==> config.mk <==
export PLATFORM = sky130hd
export DESIGN_NAME = tw_master
export DESIGN_NICKNAME = d
export VERILOG_FILES = /design/src/logic/tw_pkg.sv /design/src/logic/tw_master.sv
export SDC_FILE = /design/constraint.sdc
export NUM_CORES = 1
export LEC_CHECK = 0
export BUFFER_PORTS_ARGS = -buffer_cell sky130_fd_sc_hd__buf_4
export CAP_MARGIN = 15
export CORE_MARGIN = 10
export CORE_UTILIZATION = 59
export DETAILED_ROUTE_END_ITERATION = 16
export PLACE_DENSITY = 0.8
export SLEW_MARGIN = 20
export SYNTH_ARGS = -nofsm -noshare
export SYNTH_HDL_FRONTEND = slang
export SYNTH_SLANG_ARGS = --single-unit
==> constraint.sdc <==
create_clock -name clk -period 8 [get_ports clk]
set_input_delay 1.2 -clock clk [delete_from_list [all_inputs] [get_ports clk]]
set_output_delay 1.2 -clock clk [all_outputs]
set_load 0.01 [all_outputs]
==> src/logic/tw_pkg.sv <==
// Shared constants and carrier types for the two-wire bus master.
`default_nettype none
package tw_pkg;

  // System clock and bus timing
  localparam int CLK_PERIOD_NS = 10;
  localparam int HALF_BIT_NS   = 5000;
  // Least time: round up to whole cycles
  localparam int HALF_BIT_CYC  =
    (HALF_BIT_NS + CLK_PERIOD_NS - 1) / CLK_PERIOD_NS;
  // Cycle inside the low phase at which SDA may change
  localparam int SDA_CHANGE_CYC = 1;

  // Packet layout: eight data bits then one acknowledge bit
  localparam int BYTE_BITS   = 8;
  localparam int PACKET_BITS = 9;
  localparam int ACK_INDEX   = 8;

  // Command queue geometry
  localparam int CMDQ_DEPTH  = 16;

  // Reset values
  localparam logic [3:0] BIT_CNT_RESET = 4'h0;
  localparam logic [8:0] SHIFT_RESET   = 9'h1FF;

  typedef enum logic [1:0] {
    TW_OP_START = 2'h0,
    TW_OP_WRITE = 2'h1,
    TW_OP_READ  = 2'h2,
    TW_OP_STOP  = 2'h3
  } tw_op_t;

  typedef struct packed {
    tw_op_t     op;
    logic [7:0] data;
    logic       nack;
  } tw_cmd_t;

  typedef struct packed {
    logic [7:0] data;
    logic       ack;
    logic       lost;
    logic       err;
  } tw_rsp_t;

  localparam tw_rsp_t RSP_RESET = '{data: 8'h00, ack: 1'b0,
                                    lost: 1'b0, err: 1'b0};

endpackage
`default_nettype wire

==> src/logic/tw_master.sv <==
// Two-wire bus master with command queue, stretching and arbitration.
`default_nettype none

module tw_fifo #(
  parameter int WIDTH = 8,
  parameter int DEPTH = 16
) (
  input  wire logic             clk,
  input  wire logic             srst,
  input  wire logic             in_valid,
  output logic                  in_ready,
  input  wire logic [WIDTH-1:0] in_data,
  output logic                  out_valid,
  input  wire logic             out_ready,
  output logic      [WIDTH-1:0] out_data
);
  localparam int AW = $clog2(DEPTH);

  initial begin
    if (DEPTH < 2 || (1 << AW) != DEPTH)
      $error("tw_fifo: DEPTH must be a power of two, at least 2");
  end

  logic [WIDTH-1:0] mem_reg [DEPTH];
  logic [AW:0]      wr_ptr_reg;
  logic [AW:0]      wr_ptr_next;
  logic [AW:0]      rd_ptr_reg;
  logic [AW:0]      rd_ptr_next;
  logic             push;
  logic             pop;

  always_comb begin
    in_ready  = (wr_ptr_reg - rd_ptr_reg) != (AW + 1)'(DEPTH);
    out_valid = wr_ptr_reg != rd_ptr_reg;
    out_data  = mem_reg[rd_ptr_reg[AW-1:0]];
    push      = in_valid && in_ready;
    pop       = out_valid && out_ready;
    wr_ptr_next = push ? wr_ptr_reg + (AW + 1)'(1) : wr_ptr_reg;
    rd_ptr_next = pop ? rd_ptr_reg + (AW + 1)'(1) : rd_ptr_reg;
  end

  always_ff @(posedge clk) begin
    if (srst) begin
      wr_ptr_reg <= '0;
      rd_ptr_reg <= '0;
    end else begin
      wr_ptr_reg <= wr_ptr_next;
      rd_ptr_reg <= rd_ptr_next;
    end
    if (push) begin
      mem_reg[wr_ptr_reg[AW-1:0]] <= in_data;
    end
  end
endmodule

module tw_master #(
  parameter int HALF_CYC = tw_pkg::HALF_BIT_CYC,
  parameter int Q_DEPTH  = tw_pkg::CMDQ_DEPTH
) (
  input  wire logic           clk,
  input  wire logic           srst,
  input  wire logic           retry_on_loss,
  input  wire logic           cmd_valid,
  output logic                cmd_ready,
  input  wire tw_pkg::tw_cmd_t cmd,
  output logic                rsp_valid,
  output tw_pkg::tw_rsp_t     rsp,
  output logic                bus_busy,
  output logic                bus_owned,
  input  wire logic           scl_i,
  output logic                scl_o,
  output logic                scl_oe,
  input  wire logic           sda_i,
  output logic                sda_o,
  output logic                sda_oe
);
  localparam int CW = $clog2(HALF_CYC + 1);

  initial begin
    if (HALF_CYC < tw_pkg::SDA_CHANGE_CYC + 2)
      $error("tw_master: HALF_CYC too small");
  end

  typedef enum logic [11:0] {
    ST_IDLE  = 12'h001,
    ST_HOLD  = 12'h002,
    ST_RS_A  = 12'h004,
    ST_RS_B  = 12'h008,
    ST_ST_A  = 12'h010,
    ST_ST_B  = 12'h020,
    ST_LOW   = 12'h040,
    ST_HIGH  = 12'h080,
    ST_SP_A  = 12'h100,
    ST_SP_B  = 12'h200,
    ST_SP_C  = 12'h400,
    ST_WFREE = 12'h800
  } tw_state_t;

  tw_state_t       state_reg, state_next;
  logic [CW-1:0]   cnt_reg, cnt_next;
  logic [3:0]      bit_reg, bit_next;
  logic [8:0]      sh_reg, sh_next;
  logic [8:0]      rx_reg, rx_next;
  logic [7:0]      addr_reg, addr_next;
  logic            scl_drv_reg, scl_drv_next;
  logic            sda_drv_reg, sda_drv_next;
  logic            tx_reg, tx_next;
  logic            owned_reg, owned_next;
  logic            need_addr_reg, need_addr_next;
  logic            addr_sent_reg, addr_sent_next;
  logic            replay_reg, replay_next;
  logic            drop_reg, drop_next;
  logic            rsp_v_reg, rsp_v_next;
  tw_pkg::tw_rsp_t rsp_reg, rsp_next;
  logic            busy_reg, busy_next;
  logic            scl_meta_reg, scl_s_reg, scl_d_reg;
  logic            sda_meta_reg, sda_s_reg, sda_d_reg;
  logic            q_valid, q_ready;
  tw_pkg::tw_cmd_t q_cmd;
  logic            half_done, arb_lost, start_det, stop_det;

  tw_fifo #(
    .WIDTH ($bits(tw_pkg::tw_cmd_t)),
    .DEPTH (Q_DEPTH)
  ) u_cmdq (
    .clk       (clk),
    .srst      (srst),
    .in_valid  (cmd_valid),
    .in_ready  (cmd_ready),
    .in_data   (cmd),
    .out_valid (q_valid),
    .out_ready (q_ready),
    .out_data  (q_cmd)
  );

  // Open-drain pins: only ever pull low
  assign scl_o     = 1'b0;
  assign sda_o     = 1'b0;
  assign scl_oe    = scl_drv_reg;
  assign sda_oe    = sda_drv_reg;
  assign rsp_valid = rsp_v_reg;
  assign rsp       = rsp_reg;
  assign bus_busy  = busy_reg;
  assign bus_owned = owned_reg;

  assign half_done = cnt_reg == CW'(HALF_CYC - 1);
  assign start_det = scl_s_reg && scl_d_reg && sda_d_reg && !sda_s_reg;
  assign stop_det  = scl_s_reg && scl_d_reg && !sda_d_reg && sda_s_reg;
  // loss only on differing data bits
  assign arb_lost  = (state_reg == ST_HIGH) && scl_s_reg && tx_reg &&
                     (bit_reg < 4'(tw_pkg::ACK_INDEX)) &&
                     !sda_drv_reg && !sda_s_reg;

  // busy from any START until a STOP seen on the wires
  always_comb begin
    busy_next = busy_reg;
    if (start_det || owned_next) begin
      busy_next = 1'b1;
    end else if (stop_det) begin
      busy_next = 1'b0;
    end
  end

  always_comb begin
    state_next     = state_reg;
    cnt_next       = half_done ? '0 : cnt_reg + CW'(1);
    bit_next       = bit_reg;
    sh_next        = sh_reg;
    rx_next        = rx_reg;
    addr_next      = addr_reg;
    scl_drv_next   = scl_drv_reg;
    sda_drv_next   = sda_drv_reg;
    tx_next        = tx_reg;
    owned_next     = owned_reg;
    need_addr_next = need_addr_reg;
    addr_sent_next = addr_sent_reg;
    replay_next    = replay_reg;
    drop_next      = drop_reg;
    rsp_v_next     = 1'b0;
    rsp_next       = rsp_reg;
    q_ready        = 1'b0;
    case (state_reg)
      ST_IDLE: begin
        cnt_next = '0;
        if (q_valid && q_cmd.op == tw_pkg::TW_OP_START) begin
          // Wait for a free bus before taking a START
          if (!busy_reg) begin
            q_ready   = 1'b1;
            drop_next = 1'b0;
            state_next = ST_RS_A;
          end
        end else if (q_valid) begin
          q_ready = 1'b1;
          if (!drop_reg) begin
            rsp_v_next = 1'b1;
            rsp_next   = '{data: 8'h00, ack: 1'b0, lost: 1'b0, err: 1'b1};
          end
        end
      end
      ST_HOLD: begin
        cnt_next = '0;
        if (q_valid) begin
          q_ready = 1'b1;
          case (q_cmd.op)
            // START while owned is a repeated START
            tw_pkg::TW_OP_START: begin
              sda_drv_next = 1'b0;
              state_next   = ST_RS_A;
            end
            // first write after START is the address packet
            tw_pkg::TW_OP_WRITE: begin
              sh_next        = {q_cmd.data, 1'b1};
              tx_next        = 1'b1;
              bit_next       = tw_pkg::BIT_CNT_RESET;
              addr_next      = need_addr_reg ? q_cmd.data : addr_reg;
              need_addr_next = 1'b0;
              addr_sent_next = 1'b1;
              state_next     = ST_LOW;
            end
            // caller's nack flag answers the last wanted byte
            tw_pkg::TW_OP_READ: begin
              if (addr_sent_reg) begin
                sh_next    = {8'hFF, q_cmd.nack};
                tx_next    = 1'b0;
                bit_next   = tw_pkg::BIT_CNT_RESET;
                state_next = ST_LOW;
              end else begin
                rsp_v_next = 1'b1;
                rsp_next   = '{data: 8'h00, ack: 1'b0, lost: 1'b0,
                               err: 1'b1};
              end
            end
            default: begin
              // STOP refused until an address went out
              if (addr_sent_reg) begin
                sda_drv_next = 1'b1;
                state_next   = ST_SP_A;
              end else begin
                rsp_v_next = 1'b1;
                rsp_next   = '{data: 8'h00, ack: 1'b0, lost: 1'b0,
                               err: 1'b1};
              end
            end
          endcase
        end
      end
      ST_RS_A: begin
        if (half_done) begin
          scl_drv_next = 1'b0;
          state_next   = ST_RS_B;
        end
      end
      ST_RS_B: begin
        // hold the count while SCL is still held low
        cnt_next = !scl_s_reg ? cnt_reg : cnt_next;
        if (scl_s_reg && half_done) begin
          sda_drv_next   = 1'b1;
          owned_next     = 1'b1;
          need_addr_next = 1'b1;
          addr_sent_next = 1'b0;
          state_next     = ST_ST_A;
        end
      end
      ST_ST_A: begin
        if (half_done) begin
          scl_drv_next = 1'b1;
          state_next   = ST_ST_B;
        end
      end
      ST_ST_B: begin
        if (half_done) begin
          state_next = ST_HOLD;
          // replay the address after a lost arbitration
          if (replay_reg) begin
            replay_next    = 1'b0;
            sh_next        = {addr_reg, 1'b1};
            tx_next        = 1'b1;
            bit_next       = tw_pkg::BIT_CNT_RESET;
            need_addr_next = 1'b0;
            addr_sent_next = 1'b1;
            state_next     = ST_LOW;
          end
        end
      end
      ST_LOW: begin
        // SDA changes only after SCL is low
        if (cnt_reg == CW'(tw_pkg::SDA_CHANGE_CYC)) begin
          sda_drv_next = !sh_reg[8];
        end
        if (half_done) begin
          scl_drv_next = 1'b0;
          state_next   = ST_HIGH;
        end
      end
      ST_HIGH: begin
        // high phase counted only once SCL is really high
        cnt_next = !scl_s_reg ? cnt_reg : cnt_next;
        if (arb_lost) begin
          scl_drv_next = 1'b0;
          sda_drv_next = 1'b0;
          owned_next   = 1'b0;
          cnt_next     = '0;
          rsp_v_next   = 1'b1;
          rsp_next     = '{data: 8'h00, ack: 1'b0, lost: 1'b1, err: 1'b0};
          // software picks restart or unaddressed fallback
          replay_next  = retry_on_loss;
          drop_next    = !retry_on_loss;
          state_next   = retry_on_loss ? ST_WFREE : ST_IDLE;
        end else if (scl_s_reg && half_done) begin
          rx_next      = {rx_reg[7:0], sda_s_reg};
          sh_next      = {sh_reg[7:0], 1'b1};
          scl_drv_next = 1'b1;
          if (bit_reg == 4'(tw_pkg::ACK_INDEX)) begin
            state_next = ST_HOLD;
            rsp_v_next = 1'b1;
            // ack is a low SDA in the ninth clock
            rsp_next   = '{data: rx_reg[7:0], ack: !sda_s_reg,
                           lost: 1'b0, err: 1'b0};
          end else begin
            bit_next   = bit_reg + 4'h1;
            state_next = ST_LOW;
          end
        end
      end
      ST_SP_A: begin
        if (half_done) begin
          scl_drv_next = 1'b0;
          state_next   = ST_SP_B;
        end
      end
      ST_SP_B: begin
        cnt_next = !scl_s_reg ? cnt_reg : cnt_next;
        if (scl_s_reg && half_done) begin
          // Ownership ends at the STOP edge so the seen STOP can clear busy
          sda_drv_next   = 1'b0;
          owned_next     = 1'b0;
          addr_sent_next = 1'b0;
          state_next     = ST_SP_C;
        end
      end
      ST_SP_C: begin
        if (half_done) begin
          state_next = ST_IDLE;
        end
      end
      ST_WFREE: begin
        cnt_next = '0;
        if (!busy_reg) begin
          state_next = ST_RS_A;
        end
      end
      default: begin
        state_next   = ST_IDLE;
        scl_drv_next = 1'b0;
        sda_drv_next = 1'b0;
      end
    endcase
  end

  always_ff @(posedge clk) begin
    if (srst) begin
      state_reg     <= ST_IDLE;
      cnt_reg       <= '0;
      bit_reg       <= tw_pkg::BIT_CNT_RESET;
      sh_reg        <= tw_pkg::SHIFT_RESET;
      rx_reg        <= '0;
      addr_reg      <= '0;
      scl_drv_reg   <= 1'b0;
      sda_drv_reg   <= 1'b0;
      tx_reg        <= 1'b0;
      owned_reg     <= 1'b0;
      need_addr_reg <= 1'b0;
      addr_sent_reg <= 1'b0;
      replay_reg    <= 1'b0;
      drop_reg      <= 1'b0;
      rsp_v_reg     <= 1'b0;
      rsp_reg       <= tw_pkg::RSP_RESET;
      busy_reg      <= 1'b0;
      scl_meta_reg  <= 1'b1;
      scl_s_reg     <= 1'b1;
      scl_d_reg     <= 1'b1;
      sda_meta_reg  <= 1'b1;
      sda_s_reg     <= 1'b1;
      sda_d_reg     <= 1'b1;
    end else begin
      state_reg     <= state_next;
      cnt_reg       <= cnt_next;
      bit_reg       <= bit_next;
      sh_reg        <= sh_next;
      rx_reg        <= rx_next;
      addr_reg      <= addr_next;
      scl_drv_reg   <= scl_drv_next;
      sda_drv_reg   <= sda_drv_next;
      tx_reg        <= tx_next;
      owned_reg     <= owned_next;
      need_addr_reg <= need_addr_next;
      addr_sent_reg <= addr_sent_next;
      replay_reg    <= replay_next;
      drop_reg      <= drop_next;
      rsp_v_reg     <= rsp_v_next;
      rsp_reg       <= rsp_next;
      busy_reg      <= busy_next;
      // Wire levels cross into this clock through two flops
      scl_meta_reg  <= scl_i;
      scl_s_reg     <= scl_meta_reg;
      scl_d_reg     <= scl_s_reg;
      sda_meta_reg  <= sda_i;
      sda_s_reg     <= sda_meta_reg;
      sda_d_reg     <= sda_s_reg;
    end
  end
endmodule
`default_nettype wire

==> results of run 1 <==
## metal layers
metal | share of wire | track usage
met2 | 0.53 | 0.360
met1 | 0.39 | 0.240
met5 | 0 | 0
met4 | 0.030 | 0.0644
met3 | 0.054 | 0.0324
## power groups by stage
stage	logic [µW]	registers, µW	clock network [µW]
6_report	770	1620	1220
5_1_grt	840	1620	1290
4_1_cts	771	1620	1240
3_5_place_dp	765	1640	0
3_3_place_gp	727	1640	0
2_1_floorplan	617	1600	0
## cells by family after synthesis
kind of cell | Yosys count
xor gates and xnor gates | 18
and+or+nand+nor | 223
other | 1
buffers and inverters | 62
muxes | 81
DFF | 267
adders and majority gates | 18
AOI/OAI and AO/OA | 122
## cell usage in the layout (no fill, tap or decap), types with 5 or more instances in the layout
cell type / synthesis / final
nor2_1: 70 / 70
a221o_1: 9 / 9
buf_4: 5 / 39
o21ai_0: 19 / 19
xnor2_1: 12 / 12
clkbuf_1: 21 / 8
nor3_1: 22 / 22
nand3_1: 12 / 12
and2_1: 6 / 6
and3_1: 19 / 19
a22o_1: 11 / 11
edfxtp_1: 176 / 176
or2_2: 10 / 10
a21o_1: 5 / 5
nand4_1: 15 / 15
clkinv_2: 0 / 6
a21oi_1: 46 / 46
dfxtp_1: 91 / 89
ha_1: 18 / 18
mux2i_1: 24 / 24
inv_1: 18 / 18
mux4_2: 55 / 55
nor2b_1: 8 / 8
clkbuf_16: 0 / 27
nand2_1: 26 / 26
xor2_1: 6 / 6
clkbuf_8: 0 / 5
## through the flow
step	std cells	worst slack, ns	util	area [µm²]
finish	1072	3.49	0.670	12600
detailed placement	1022	3.49	0.623	11700
floorplan	793	4.12	-	11300
CTS	1072	3.47	0.670	12600
global placement	1022	3.64	0.623	11700
global route	1072	3.24	0.670	12600
## critical path: stages, from the launching register on
cell     delay (ns)
dfxtp_2        0.31
buf_4          0.64
mux4_2         0.61
mux4_2         0.52
inv_1          0.12
ha_1           0.27
o21ai_0        0.15
a22o_1         0.20
a22o_1         0.17
or4_1          0.89
or2_0          0.36
a21oi_1        0.14
## final cells by class
class	instances	area, µm²
clock inverters	9	88.8
repair buffers	39	293
flip-flops and latches	267	7110
multi-input cells	464	3940
clock buffers	41	779
well taps	234	293
inverters	18	67.6
fillers	1254	6190
## final timing paths
check        cells after the start                         to                     from  slack (ns)
max                             11  state_reg[2]$_SDFFE_PP0P_                     flop        3.49
min reg2reg                      1       scl_s_reg$_SDFF_PP1_  scl_meta_reg$_SDFF_PP1_        0.41
min                              1       scl_s_reg$_SDFF_PP1_  scl_meta_reg$_SDFF_PP1_        0.41
max reg2reg                     11  state_reg[2]$_SDFFE_PP0P_                     flop        3.49
==> impl.org, run 1 <==
** Power and ir drop
- In this run the power density over the cells is approximately 290 nW/µm².
- Switching component of the power :: 1010 µW
- After layout, the design draws a total of 3610 µW.
- Leakage power :: approximately 0.0043 µW
- Switching portion of total power :: 0.279
- Internal power :: 2600 µW
- Relative contribution of the clock network to total power :: 0.338
- Sequential fraction of design power :: 0.448
- Of the total power, combinational logic draws 0.214.
- Peak supply drop :: 0.268 mV

** Logic synthesis
- Fraction of the mapped netlist area in compound gates :: 0.0728
- Summing every instance area after synthesis gives about 11,000 µm².
- By area, the combinational part of the netlist is dominated by multiplexers.
- Portion of synthesized cell area occupied by the leading cell type :: 0.467
- The number of different library cells used by synthesis comes to between 60 and 70.
- Dividing the synthesized area by the synthesized cell count gives between 10 and 15 µm².
- Cell count after synthesis :: 792
- Of the total synthesized cell area, the portion taken by XOR and XNOR cells is 0.0139.
- Of the synthesized area, sequential elements account for 0.628.
- The synthesized design contains ~270 register bits.
- Yosys mapped a number of flops with a built-in enable equal to 176.
- Main area contributors after synthesis :: edfxtp_1 47%, dfxtp_1 16%, mux4_2 11%, nor2_1 2.3%, mux2i_1 2.1%
- The biggest area contributor in the post-synthesis netlist is edfxtp_1.
- After synthesis, the share of cell area in mux cells is 0.133.
- Synth cell count leaders :: 176 x edfxtp_1, 91 x dfxtp_1, 70 x nor2_1, 55 x mux4_2, 46 x a21oi_1
- edfxtp_1 is the most common cell in the netlist.
- Of the total synthesized cell area, the portion taken by AND, OR, NAND and NOR gates is 0.108.
- Flip-flop cell with the highest count after synthesis :: edfxtp_1
- During synthesis, Yosys emitted a total of 0 warnings.
- Adder-cell share of the synthesized area :: 0.0199
- Ys async rst share :: 0

** Place
- Once detailed placement completed, the half-perimeter wirelength came to 15,800 µm.
- Number of buffers inserted by port buffering :: 33
- Final RePlAce weighted congestion :: 0.941

** Run status
- Status :: complete, no violations

** Flow run
- The tool flagged a number of max-cap violations equal to 0.

** Detailed routing
- Via count of the routed design :: a little under 7,000
- Detailed Route Iter0 Violations :: 469
- Before antenna repair, the detailed router went through 5 iterations.
- For this run, design rule violations remaining after detail routing come to 0.
- Number of nets still failing antenna checks after routing :: 0
- Using the TritonRoute via totals, the vias-per-cell ratio works out to 6.35.
- After detailed routing, the average wire length per cell comes to 23.2 µm.
- Detailed-route wire length :: approximately 25,000 µm

** Global routing
- Total routing resource utilization after global routing :: 0.200
- Antenna violations before repair :: 0
- The via count of the first global-routing pass is 6,815.
- Maximum number of pins on one net before global-route repair :: 73
- Aggregate global routing overflow :: 0
- First-pass GRT wire length :: 38,900 µm

** CTS
- Clock transition time at the flip-flop clock pins of the worst setup and hold paths :: 0.06 ns
- CTS tree :: built
- In this run the number of H-tree levels came out at 1.
- Number of hold-repair buffers added at the cts stage :: 0
- Root Driver :: clkbuf_16
- Post-CTS resize count :: 0
- Number of clock buffers inserted by TritonCTS :: 27
- The clock net in this run drives a total of 267 sinks.
- Clock insertion delay at the later pin of the skew report :: 0.55 ns
- CTS Buffer Depth :: 3
- After clock tree synthesis, the setup repair step added 0 buffers.

** Timing
- Dividing the final minimum period by the clock period gives 0.564.
- Final Hold Violating Endpoints :: 0
- Setup violations remaining at the end of the flow were counted as 0.
- Setup TNS :: 0 ns
- The final max-slew violation count was 0.
- Hold is met by slightly above 0.4 ns.
- Setup repair after global routing left no endpoint under its margin.
- Max Clock Freq :: 222 MHz
- Clock tree skew after final layout :: 0.0171 ns
- Final critical path time including I/O delays and setup :: about 4.5 ns
- In this run the tightest slew margin relative to its limit is 0.403.
- Least-Margin Pin Slew :: ~0.89 ns

** Setup path
- In this run the worst path has a maximum fanout of 44.
- At the worst endpoint, the required time is roughly 8.5 ns.
- The worst setup path is captured at a flop.
- For the worst setup path, the data arrival time is 4.98 ns.
- The worst setup path is launched from a flop.
- The worst setup path is of the reg -> reg kind.

** Die
- In this run the horizontal extent of the chip is 159 µm.
- The initialized floorplan defines 50 standard-cell rows.
- Measured along the y axis, the die boundary spans 159 µm.
- Overall die area :: 25,100 µm²
- After floorplanning, the core was sized to cover 18,800 µm².
- Starting density of the core :: 0.603
- During I/O placement, the number of pins put on the boundary was 36.

** Final layout
- Area growth syn-to-layout :: 11.1%
- Post-layout nets :: 852
- Number of antenna repair diodes :: 0
- Number of flip-flops under the largest register name :: 176
- In the final layout, the share of cells above drive strength 1 is 0.196.

** Hold path
- Hold/Removal Path Class :: reg -> reg
No activity file was read; power rests on OpenSTA's default activity.
==> inputs of run 2 (changes only) <==
==> constraint.sdc (replaced) <==
create_clock -name clk -period 4.6 [get_ports clk]
set_input_delay 0.69 -clock clk [delete_from_list [all_inputs] [get_ports clk]]
set_output_delay 0.69 -clock clk [all_outputs]
set_load 0.01 [all_outputs]
==> impl.org, run 2 (synthesis results as in run 1) <==
** Setup path
- The maximum fanout along the worst path came to 25 (was 44).
- Endpoint class of the critical path :: flop (unchanged)
- The highest-delay cell along the critical path was or4_1 (unchanged).
- Delay-heaviest family, CP :: simple AND/OR/NAND/NOR gates (unchanged)
- Startpoint Class :: flop (unchanged)
- Required time of the worst setup path :: 5.06 ns (was 8.47 ns)
- Longest individual stage delay on the worst path :: 0.88 ns (was 0.89 ns)
- Worst R2R End :: state_reg[2]$_SDFFE_PP0P_ (unchanged)
- Worst path arrival time :: 4.56 ns (was 4.98 ns)
- Cell count of the worst reg-to-reg path :: 10 (was 11)
- Critical setup path kind :: reg -> reg (unchanged)
- The number of buffer and inverter stages on the critical path is 1 (was 2).
- The register-to-register path setup slack was 0.50 ns (was 3.49 ns).
- Cell chain of the critical path: mux4_2, mux4_2, inv_1, ha_1, o21ai_0, a22o_1, a22o_1, or4_1, or2_0, a21oi_1 (was buf_4, mux4_2, mux4_2, inv_1, ha_1, o21ai_0, a22o_1, a22o_1, or4_1, or2_0, a21oi_1).

** Die
- Die Y :: 159 µm (unchanged)
- The floorplan die width was 159 µm (unchanged).
- The initial core utilization came to 0.603 (unchanged).
- The row count came to 50 (unchanged).
- Area of the core :: 18,800 µm² (unchanged)
- I/O pin cnt :: 36 (unchanged)
- The die footprint came to 25,100 µm² (unchanged).

** Detailed routing
- The total number of vias was 6,982 (was 6,806).
- Detailed-router iteration count before antenna repair :: 5 (unchanged)
- The number of vias per cell came to 6.50 (was 6.35).
- The final routed DRC violation total is 0 (unchanged).
- The number of nets with antenna violations after routing came to 0 (unchanged).
- The violation count after the first detailed-route iteration came to 642 (was 469).
- Detailed-route wire length :: 25,600 µm (was 24,800 µm)
- The wire length per cell was 23.9 µm (was 23.2 µm).

** Final layout
- The number of inserted diodes came to 0 (unchanged).
- Area occupied by multi-input gates :: 3940 µm² (about the same)
- Area growth syn-to-layout :: 11.9% (was 11.1%)
- The fill cell instance count of the final layout was 1,235 (was 1,254).
- Post-layout nets :: 855 (was 852)
- The most common cell after layout, fill and taps aside was edfxtp_1 (unchanged).
- Fraction of final layout cells with drive strength greater than 1 :: 0.199 (was 0.196)
- Number of flip-flops under the largest register name :: 176 (unchanged)
- Leading cell types in the layout, fill and taps excluded :: 176 x edfxtp_1, 89 x dfxtp_1, 70 x nor2_1 (unchanged)
- The sequential cell area is 7110 µm² (about the same).

** CTS
- The clock slew at the register clock pins of the worst setup and hold paths came to 0.06 ns (about the same).
- The clock sink total is 267 (unchanged).
- The H-tree depth was 1 (unchanged).
- Clock insertion delay at the later pin of the skew report :: 0.54 ns (was 0.55 ns)
- The number of gates given a new drive strength after cts was 0 (unchanged).
- The number of buffers inserted to repair setup after CTS was 0 (unchanged).
- CTS tree :: built (unchanged)
- The maximum buffer depth of the clock tree was 3 (unchanged).
- Root Driver :: clkbuf_16 (unchanged)
- The number of hold-repair buffers added at the cts stage is 0 (unchanged).
- Number of clock buffers inserted by TritonCTS :: 26 (was 27)

** Flow run
- The number of max-capacitance violations reported came to 0 (unchanged).

** Global routing
- Maximum number of pins on one net before global-route repair :: 73 (unchanged)
- The overflow left after global routing is 0 (unchanged).
- The via count of the first global-routing pass was 7,174 (was 6,815).
- First-pass GRT wire length :: 40,400 µm (was 38,900 µm)
- The global-route usage over all layers came to 0.207 (was 0.200).
- Antenna violations before repair :: 0 (unchanged)

** Timing
- Max transition margin :: 0.445 (was 0.403)
- Final critical path time including I/O delays and setup :: 4.10 ns (was 4.51 ns)
- Final Hold Violating Endpoints :: 0 (unchanged)
- The final max-slew violation count is 0 (unchanged).
- The number of failing setup endpoints in the final timing report came to 0 (unchanged).
- Max Clock Freq :: 244 MHz (was 222 MHz)
- Period Utilization, post-route :: 0.891 (was 0.564)
- The hold slack was 0.342 ns (was 0.407 ns).
- The worst-margin pin slew was 0.827 ns (was 0.895 ns).
- The setup clock skew after layout came to 0.0109 ns (was 0.0171 ns).
- Setup repair after global routing missed its margin :: no (unchanged)
- Setup TNS :: 0 ns (unchanged)

** Hold path
- Cell depth of the worst hold path :: 2 (was 1)
- Hold/Removal Path Class :: in -> reg (was reg -> reg)
- The hold path startpoint was sda_i (was scl_meta_reg$_SDFF_PP1_).
- The endpoint of the worst hold path is sda_meta_reg$_SDFF_PP1_ (was scl_s_reg$_SDFF_PP1_).

** Power and ir drop
- The sequential share of power is 0.435 (was 0.448).
- The net switching power was 1780 µW (was 1010 µW).
- Switching portion of total power :: 0.276 (was 0.279)
- The share of total power in combinational logic came to 0.213 (was 0.214).
- Relative contribution of the clock network to total power :: 0.352 (was 0.338)
- The cell-internal power is 4660 µW (was 2600 µW).
- Leakage power :: 0.00435 µW (was 0.00430 µW)
- Power Density :: 508 nW/µm² (was 287 nW/µm²)
- The worst supply voltage drop on vdd was 0.381 mV (was 0.268 mV).

** Place
- Number of buffers inserted by port buffering :: 33 (unchanged)
- Final RePlAce weighted congestion :: 0.917 (was 0.941)
- The detailed placer's ending HPWL came to 15,700 µm (was 15,800 µm).

** Run status
- Status :: complete, no violations (unchanged)
==> run 2: power groups by stage <==
stage | clock network [µW] | registers [µW] | logic [µW]
6_report | 2270 | 2800 | 1370
4_1_cts | 2290 | 2800 | 1360
3_3_place_gp | 0 | 2830 | 1300
2_1_floorplan | 0 | 2770 | 1070
3_5_place_dp | 0 | 2840 | 1340
5_1_grt | 2390 | 2820 | 1500
==> run 2: how the worst max path moves through the flow <==
stage	from	endpoint	slack (ns)	cells past startpoint
CTS	flop	state_reg[2]$_SDFFE_PP0P_	0.53	10
finish	flop	state_reg[2]$_SDFFE_PP0P_	0.50	10
global placement	flop	state_reg[2]$_SDFFE_PP0P_	0.71	10
detailed placement	flop	state_reg[2]$_SDFFE_PP0P_	0.58	10
global route	flop	state_reg[2]$_SDFFE_PP0P_	0.29	10
floorplan	flop	state_reg[10]$_SDFFE_PP0P_	0.72	14
==> run 2: final cells by class <==
| type | count | share of cell area |
|---|---|---|
| sequential | 267 | 0.561 |
| multi-input combinational | 464 | 0.311 |
| clock buffer | 36 | 0.0584 |
| timing repair buffer | 43 | 0.0255 |
| tap | 234 | 0.0231 |
| clock inverter | 12 | 0.0156 |
| inverter | 18 | 0.00533 |
==> run 2: metrics by stage <==
stage	instance area, µm²	power (µW)	cells	utilization	worst slack (ns)
finish	12700	6440	1074	0.675	0.501
global route	12700	6700	1074	0.675	0.288
CTS	12700	6460	1074	0.675	0.525
detailed placement	11700	4190	1026	0.625	0.580
global placement	11700	4130	1026	0.625	0.714
floorplan	11300	3850	793	-	0.725
==> run 2: per-layer routing <==
metal | global-route usage | wire, µm
met1 | 0.249 | 9640
met2 | 0.373 | 13500
met3 | 0.0375 | 1920
met4 | 0.0582 | 565
met5 | 0 | 0
==> run 2: worst reg2reg max path: cells and delay by family (launching register included) <==
kind | cells | cell delay (ns)
buf+inv | 1 | 0.12
compound gates | 4 | 0.68
fa+ha+maj | 1 | 0.28
mux | 2 | 0.97
simple gates | 2 | 1.23
flops | 1 | 0.74
==> inputs of run 3 (changes only) <==
--- a/config.mk
+++ b/config.mk
@@ -8,10 +8,11 @@
 export BUFFER_PORTS_ARGS = -buffer_cell sky130_fd_sc_hd__buf_4
 export CAP_MARGIN = 15
 export CORE_MARGIN = 10
-export CORE_UTILIZATION = 59
+export CORE_UTILIZATION = 56
 export DETAILED_ROUTE_END_ITERATION = 16
 export PLACE_DENSITY = 0.8
 export SLEW_MARGIN = 20
 export SYNTH_ARGS = -nofsm -noshare
 export SYNTH_HDL_FRONTEND = slang
+export SYNTH_HIERARCHICAL = 1
 export SYNTH_SLANG_ARGS = --single-unit
==> constraint.sdc (replaced) <==
create_clock -name clk -period 3.68 [get_ports clk]
set_input_delay 0.552 -clock clk [delete_from_list [all_inputs] [get_ports clk]]
set_output_delay 0.552 -clock clk [all_outputs]
set_load 0.01 [all_outputs]
==> impl.org, run 3 <==
** Place
- Cell count after placement :: 1,109 (was 1,026)
- Number of buffers inserted by port buffering :: 33 (unchanged)
- The routability congestion estimate came to 0.924 (was 0.917).
- Placed wire-length estimate :: 16,000 µm (was 15,700 µm)

** CTS
- Clock insertion delay at the later pin of the skew report :: 0.55 ns (was 0.54 ns)
- The H-tree depth is 1 (unchanged).
- CTS tree :: built (unchanged)
- The number of hold-repair buffers added at the cts stage is 0 (unchanged).
- Post-CTS resize count :: 0 (unchanged)
- The number of buffers inserted to repair setup after CTS was 0 (unchanged).
- CTS Buffer Depth :: 3 (unchanged)
- The cell at the root of the clock tree was clkbuf_16 (unchanged).
- Number of clock buffers inserted by TritonCTS :: 27 (was 26)
- Count of clock tree sinks :: 267 (unchanged)
- Clock transition time at the flip-flop clock pins of the worst setup and hold paths :: 0.07 ns (was 0.06 ns)

** Detailed routing
- The total number of vias is 7,270 (was 6,982).
- Number of DRC violations after detailed routing :: 0 (unchanged)
- Detailed-router iteration count before antenna repair :: 8 (was 5)
- The violation count after the first detailed-route iteration is 668 (was 642).
- The routed wire length was 25,800 µm (was 25,600 µm).
- Wirelength per Cell :: 22.3 µm (was 23.9 µm)
- Number of nets still failing antenna checks after routing :: 0 (unchanged)
- The number of vias per cell is 6.27 (was 6.50).

** Logic synthesis
- Average cell area after synthesis :: 14.1 µm² (was 14.3 µm²)
- Synth cell count leaders: 176 x edfxtp_1, 91 x dfxtp_1, 68 x nor2_1, 55 x mux4_2, 37 x nand2_1 (was 176 x edfxtp_1, 91 x dfxtp_1, 70 x nor2_1, 55 x mux4_2, 46 x a21oi_1).
- The fraction of registers with async set/reset came to 0 (unchanged).
- The cell accounting for the most synthesized area is edfxtp_1 (unchanged).
- Main area contributors after synthesis: edfxtp_1 46%, dfxtp_1 16%, mux4_2 11%, nor2_1 2.2%, mux2i_1 1.9% (was edfxtp_1 47%, dfxtp_1 16%, mux4_2 11%, nor2_1 2.3%, mux2i_1 2.1%).
- The synthesis warning total came to 6 (was 0).
- Yosys reg bits :: 267 (unchanged)
- Share of the yosys chip area belonging to registers :: 0.620 (was 0.628)
- Count of flip-flops with a built-in enable after synthesis :: 176 (unchanged)
- Flip-flop cell with the highest count after synthesis :: edfxtp_1 (unchanged)
- The share of the synthesized area in the top cell type came to 0.461 (was 0.467).
- The area of the mapped netlist came to 11,500 µm² (was 11,300 µm²).
- Cell count after synthesis :: 813 (was 792)
- Count of cell types in the netlist :: 79 (was 66)
- Cell with the most instances after synthesis :: edfxtp_1 (unchanged)

** Power and ir drop
- The net switching fraction of the power is 0.263 (was 0.276).
- The cell-internal power is 5390 µW (was 4660 µW).
- Power Density :: 562 nW/µm² (was 508 nW/µm²)
- The share of total power in combinational logic came to 0.162 (was 0.213).
- Relative contribution of the clock network to total power :: 0.376 (was 0.352)
- Switching component of the power :: 1920 µW (was 1780 µW)
- The worst supply voltage drop on vdd came to 0.454 mV (was 0.381 mV).
- Leakage power :: 0.00446 µW (was 0.00435 µW)
- Sequential fraction of design power :: 0.462 (was 0.435)

** Die
- Overall die area :: 26,600 µm² (was 25,100 µm²)
- I/O pin cnt :: 36 (unchanged)
- Standard-cell rows :: 52 (was 50)
- The initial core utilization is 0.568 (was 0.603).
- The floorplan die width is 163 µm (was 159 µm).
- The floorplan core area was 20,200 µm² (was 18,800 µm²).
- The die boundary height is 163 µm (was 159 µm).

** Flow run
- Max cap viols :: 0 (unchanged)

** Timing
- The period utilization was 0.882 (was 0.891).
- Least-Margin Pin Slew :: 1.01 ns (was 0.827 ns)
- Max Clock Freq :: 308 MHz (was 244 MHz)
- Final Hold Violating Endpoints :: 0 (unchanged)
- Clock tree skew after final layout :: 0.0137 ns (was 0.0109 ns)
- Final critical path time including I/O delays and setup :: 3.24 ns (was 4.10 ns)
- Setup repair after global routing missed its margin :: no (unchanged)
- The final max-slew violation count came to 0 (unchanged).
- The max-slew headroom at the worst pin is 0.324 (was 0.445).
- Setup TNS :: 0 ns (unchanged)
- The number of failing setup endpoints in the final timing report was 0 (unchanged).

** Setup path
- Worst R2R End :: sda_oe$_SDFFE_PP0P_ (was state_reg[2]$_SDFFE_PP0P_)
- Longest individual stage delay on the worst path :: 0.58 ns (was 0.88 ns)
- The maximum fanout along the worst path was 11 (was 25).
- The kind of capture point of the worst setup path is a flop (unchanged).
- The number of buffer and inverter stages on the critical path is 2 (was 1).
- Reg2Reg Setup Slack :: 0.44 ns (was 0.50 ns)
- The cell class contributing the biggest share of worst-path delay is multiplexers (was simple AND/OR/NAND/NOR gates).
- Worst path arrival time :: 3.64 ns (was 4.56 ns)
- Cell count of the worst reg-to-reg path :: 11 (was 10)
- Cell chain of the critical path :: mux4_2, mux4_2, inv_1, ha_1, buf_4, nor2_1, nor3_1, o22ai_1, nor4_1, mux2i_1, nor2_1 (was mux4_2, mux4_2, inv_1, ha_1, o21ai_0, a22o_1, a22o_1, or4_1, or2_0, a21oi_1)
- Critical setup path kind :: reg -> reg (unchanged)
- Crit path max-delay cell type :: mux4_2 (was or4_1)
- Required time of the worst setup path :: 4.07 ns (was 5.06 ns)
- Startpoint Class :: flop (unchanged)

** Global routing
- Met3 track utilization from global routing :: 0.0395 (was 0.0375)
- Top Usage Layer GRT :: met2 (unchanged)
- The first-pass GRT wire length is 41,300 µm (was 40,400 µm).
- Aggregate global routing overflow :: 0 (unchanged)
- Vias in the first global route :: 7,303 (was 7,174)
- The global-route track usage on met2 came to 0.331 (was 0.373).
- The global-route usage over all layers came to 0.196 (was 0.207).
- The met1 global-route usage is 0.250 (was 0.249).
- The pin count of the biggest net entering global routing was 83 (was 73).
- Antenna violations before repair :: 0 (unchanged)

** Final layout
- Post-route non-filler standard cell count :: 1,159 (was 1,074)
- Leading cell types in the layout, fill and taps excluded: 176 x edfxtp_1, 89 x dfxtp_1, 68 x nor2_1, 68 x buf_4, 55 x mux4_2 (was 176 x edfxtp_1, 89 x dfxtp_1, 70 x nor2_1).
- The sequential cell area is 7110 µm² (unchanged).
- The net total in the final layout was 902 (was 855).
- The number of inserted diodes was 0 (unchanged).
- Filler instances :: 1,435 (was 1,235)
- Most frequent standard cell in the layout excluding fill and tap cells :: edfxtp_1 (unchanged)
- The number of flip-flops in the largest register was 176 (unchanged).
- Area growth syn-to-layout :: 13.6% (was 11.9%)
- Fraction of final layout cells with drive strength greater than 1 :: 0.222 (was 0.199)
- Area occupied by multi-input gates :: 4070 µm² (was 3940 µm²)

** Hold path
- Min-Delay Startpoint :: sda_i (unchanged)
- The class of the tightest hold or removal check is in -> reg (unchanged).
- The count of cells along the worst hold path is 2 (unchanged).
- The endpoint of the worst hold path is sda_meta_reg$_SDFF_PP1_ (unchanged).

** Run status
- Status: complete, no violations (unchanged).
-- run 3: changes by cell type after synthesis, moves of 9 or more --
cell,before,now
a221oi_1,0,10
nor3_1,22,10
a21oi_1,46,35
nand3_1,12,26
nand2_1,26,37
a22o_1,11,0
a221o_1,9,0
-- run 3: cell type report --
cell class	count	share of cell area
flip-flops and latches	267	0.546
inverters	22	0.00634
repair buffers	68	0.0392
well taps	270	0.0260
clock buffers	35	0.0607
multi-input cells	482	0.313
clock inverters	15	0.00884
-- run 3: worst reg2reg max path, delay by kind of cell (launching register included) --
family                   cells  cell delay [ns]
AO/OA/AOI/OAI                1             0.11
adder cells (fa/ha/maj)      1             0.19
buffers and inverters        2             0.27
flip-flops                   1             0.54
multiplexers                 3             1.36
AND/OR/NAND/NOR              4             0.64
-- run 3: cell families (layout without fill, tap and decap cells) --
logic type	count (synthesis)	count (layout)	share of synthesized area
flip-flops	267	267	0.620
AND/OR/NAND/NOR	243	243	0.117
AO/OA/AOI/OAI	132	132	0.0829
multiplexers	78	78	0.128
buffers and inverters	65	140	0.0249
adder cells (fa/ha/maj)	17	17	0.0186
XOR/XNOR	10	10	0.00765
other	1	2	0.000327
-- run 3: worst max path at each step --
stage	from	end	slack, ns	depth (start not counted)
4_1_cts	flop	state_reg[1]$_SDFFE_PP0P_	0.42	9
6_report	flop	sda_oe$_SDFFE_PP0P_	0.44	11
2_1_floorplan	flop	state_reg[11]$_SDFFE_PP0P_	0.13	12
5_1_grt	flop	state_reg[6]$_SDFFE_PP0P_	0.16	9
3_3_place_gp	flop	sda_oe$_SDFFE_PP0P_	0.59	11
3_5_place_dp	flop	state_reg[1]$_SDFFE_PP0P_	0.49	9
-- run 3: power by group through the flow --
| stage | registers [µW] | logic, µW | clock network (µW) |
|---|---|---|---|
| floorplan | 3390 | 887 | 0 |
| global placement | 3440 | 1140 | 0 |
| detailed placement | 3440 | 1160 | 0 |
| CTS | 3380 | 1170 | 2780 |
| global route | 3390 | 1300 | 2900 |
| finish | 3380 | 1180 | 2750 |
-- run 3: routing by layer --
metal  wire length, µm  vias to the layer above
met3              1820                       66
met5                 0                        -
li1                  -                     3296
met2             12900                      296
met4               796                        0
met1             10300                     3612
-- run 3: stage by stage --
stage / setup WS (ns) / hold slack [ns] / total power (µW) / area [µm²] / util
floorplan: 0.128 / 0.389 / 4280 / 11500 / -
global placement: 0.591 / 0.399 / 4570 / 12100 / 0.600
detailed placement: 0.491 / 0.409 / 4600 / 12100 / 0.600
CTS: 0.418 / 0.191 / 7340 / 13000 / 0.645
global route: 0.159 / 0.203 / 7590 / 13000 / 0.645
finish: 0.435 / 0.201 / 7310 / 13000 / 0.645
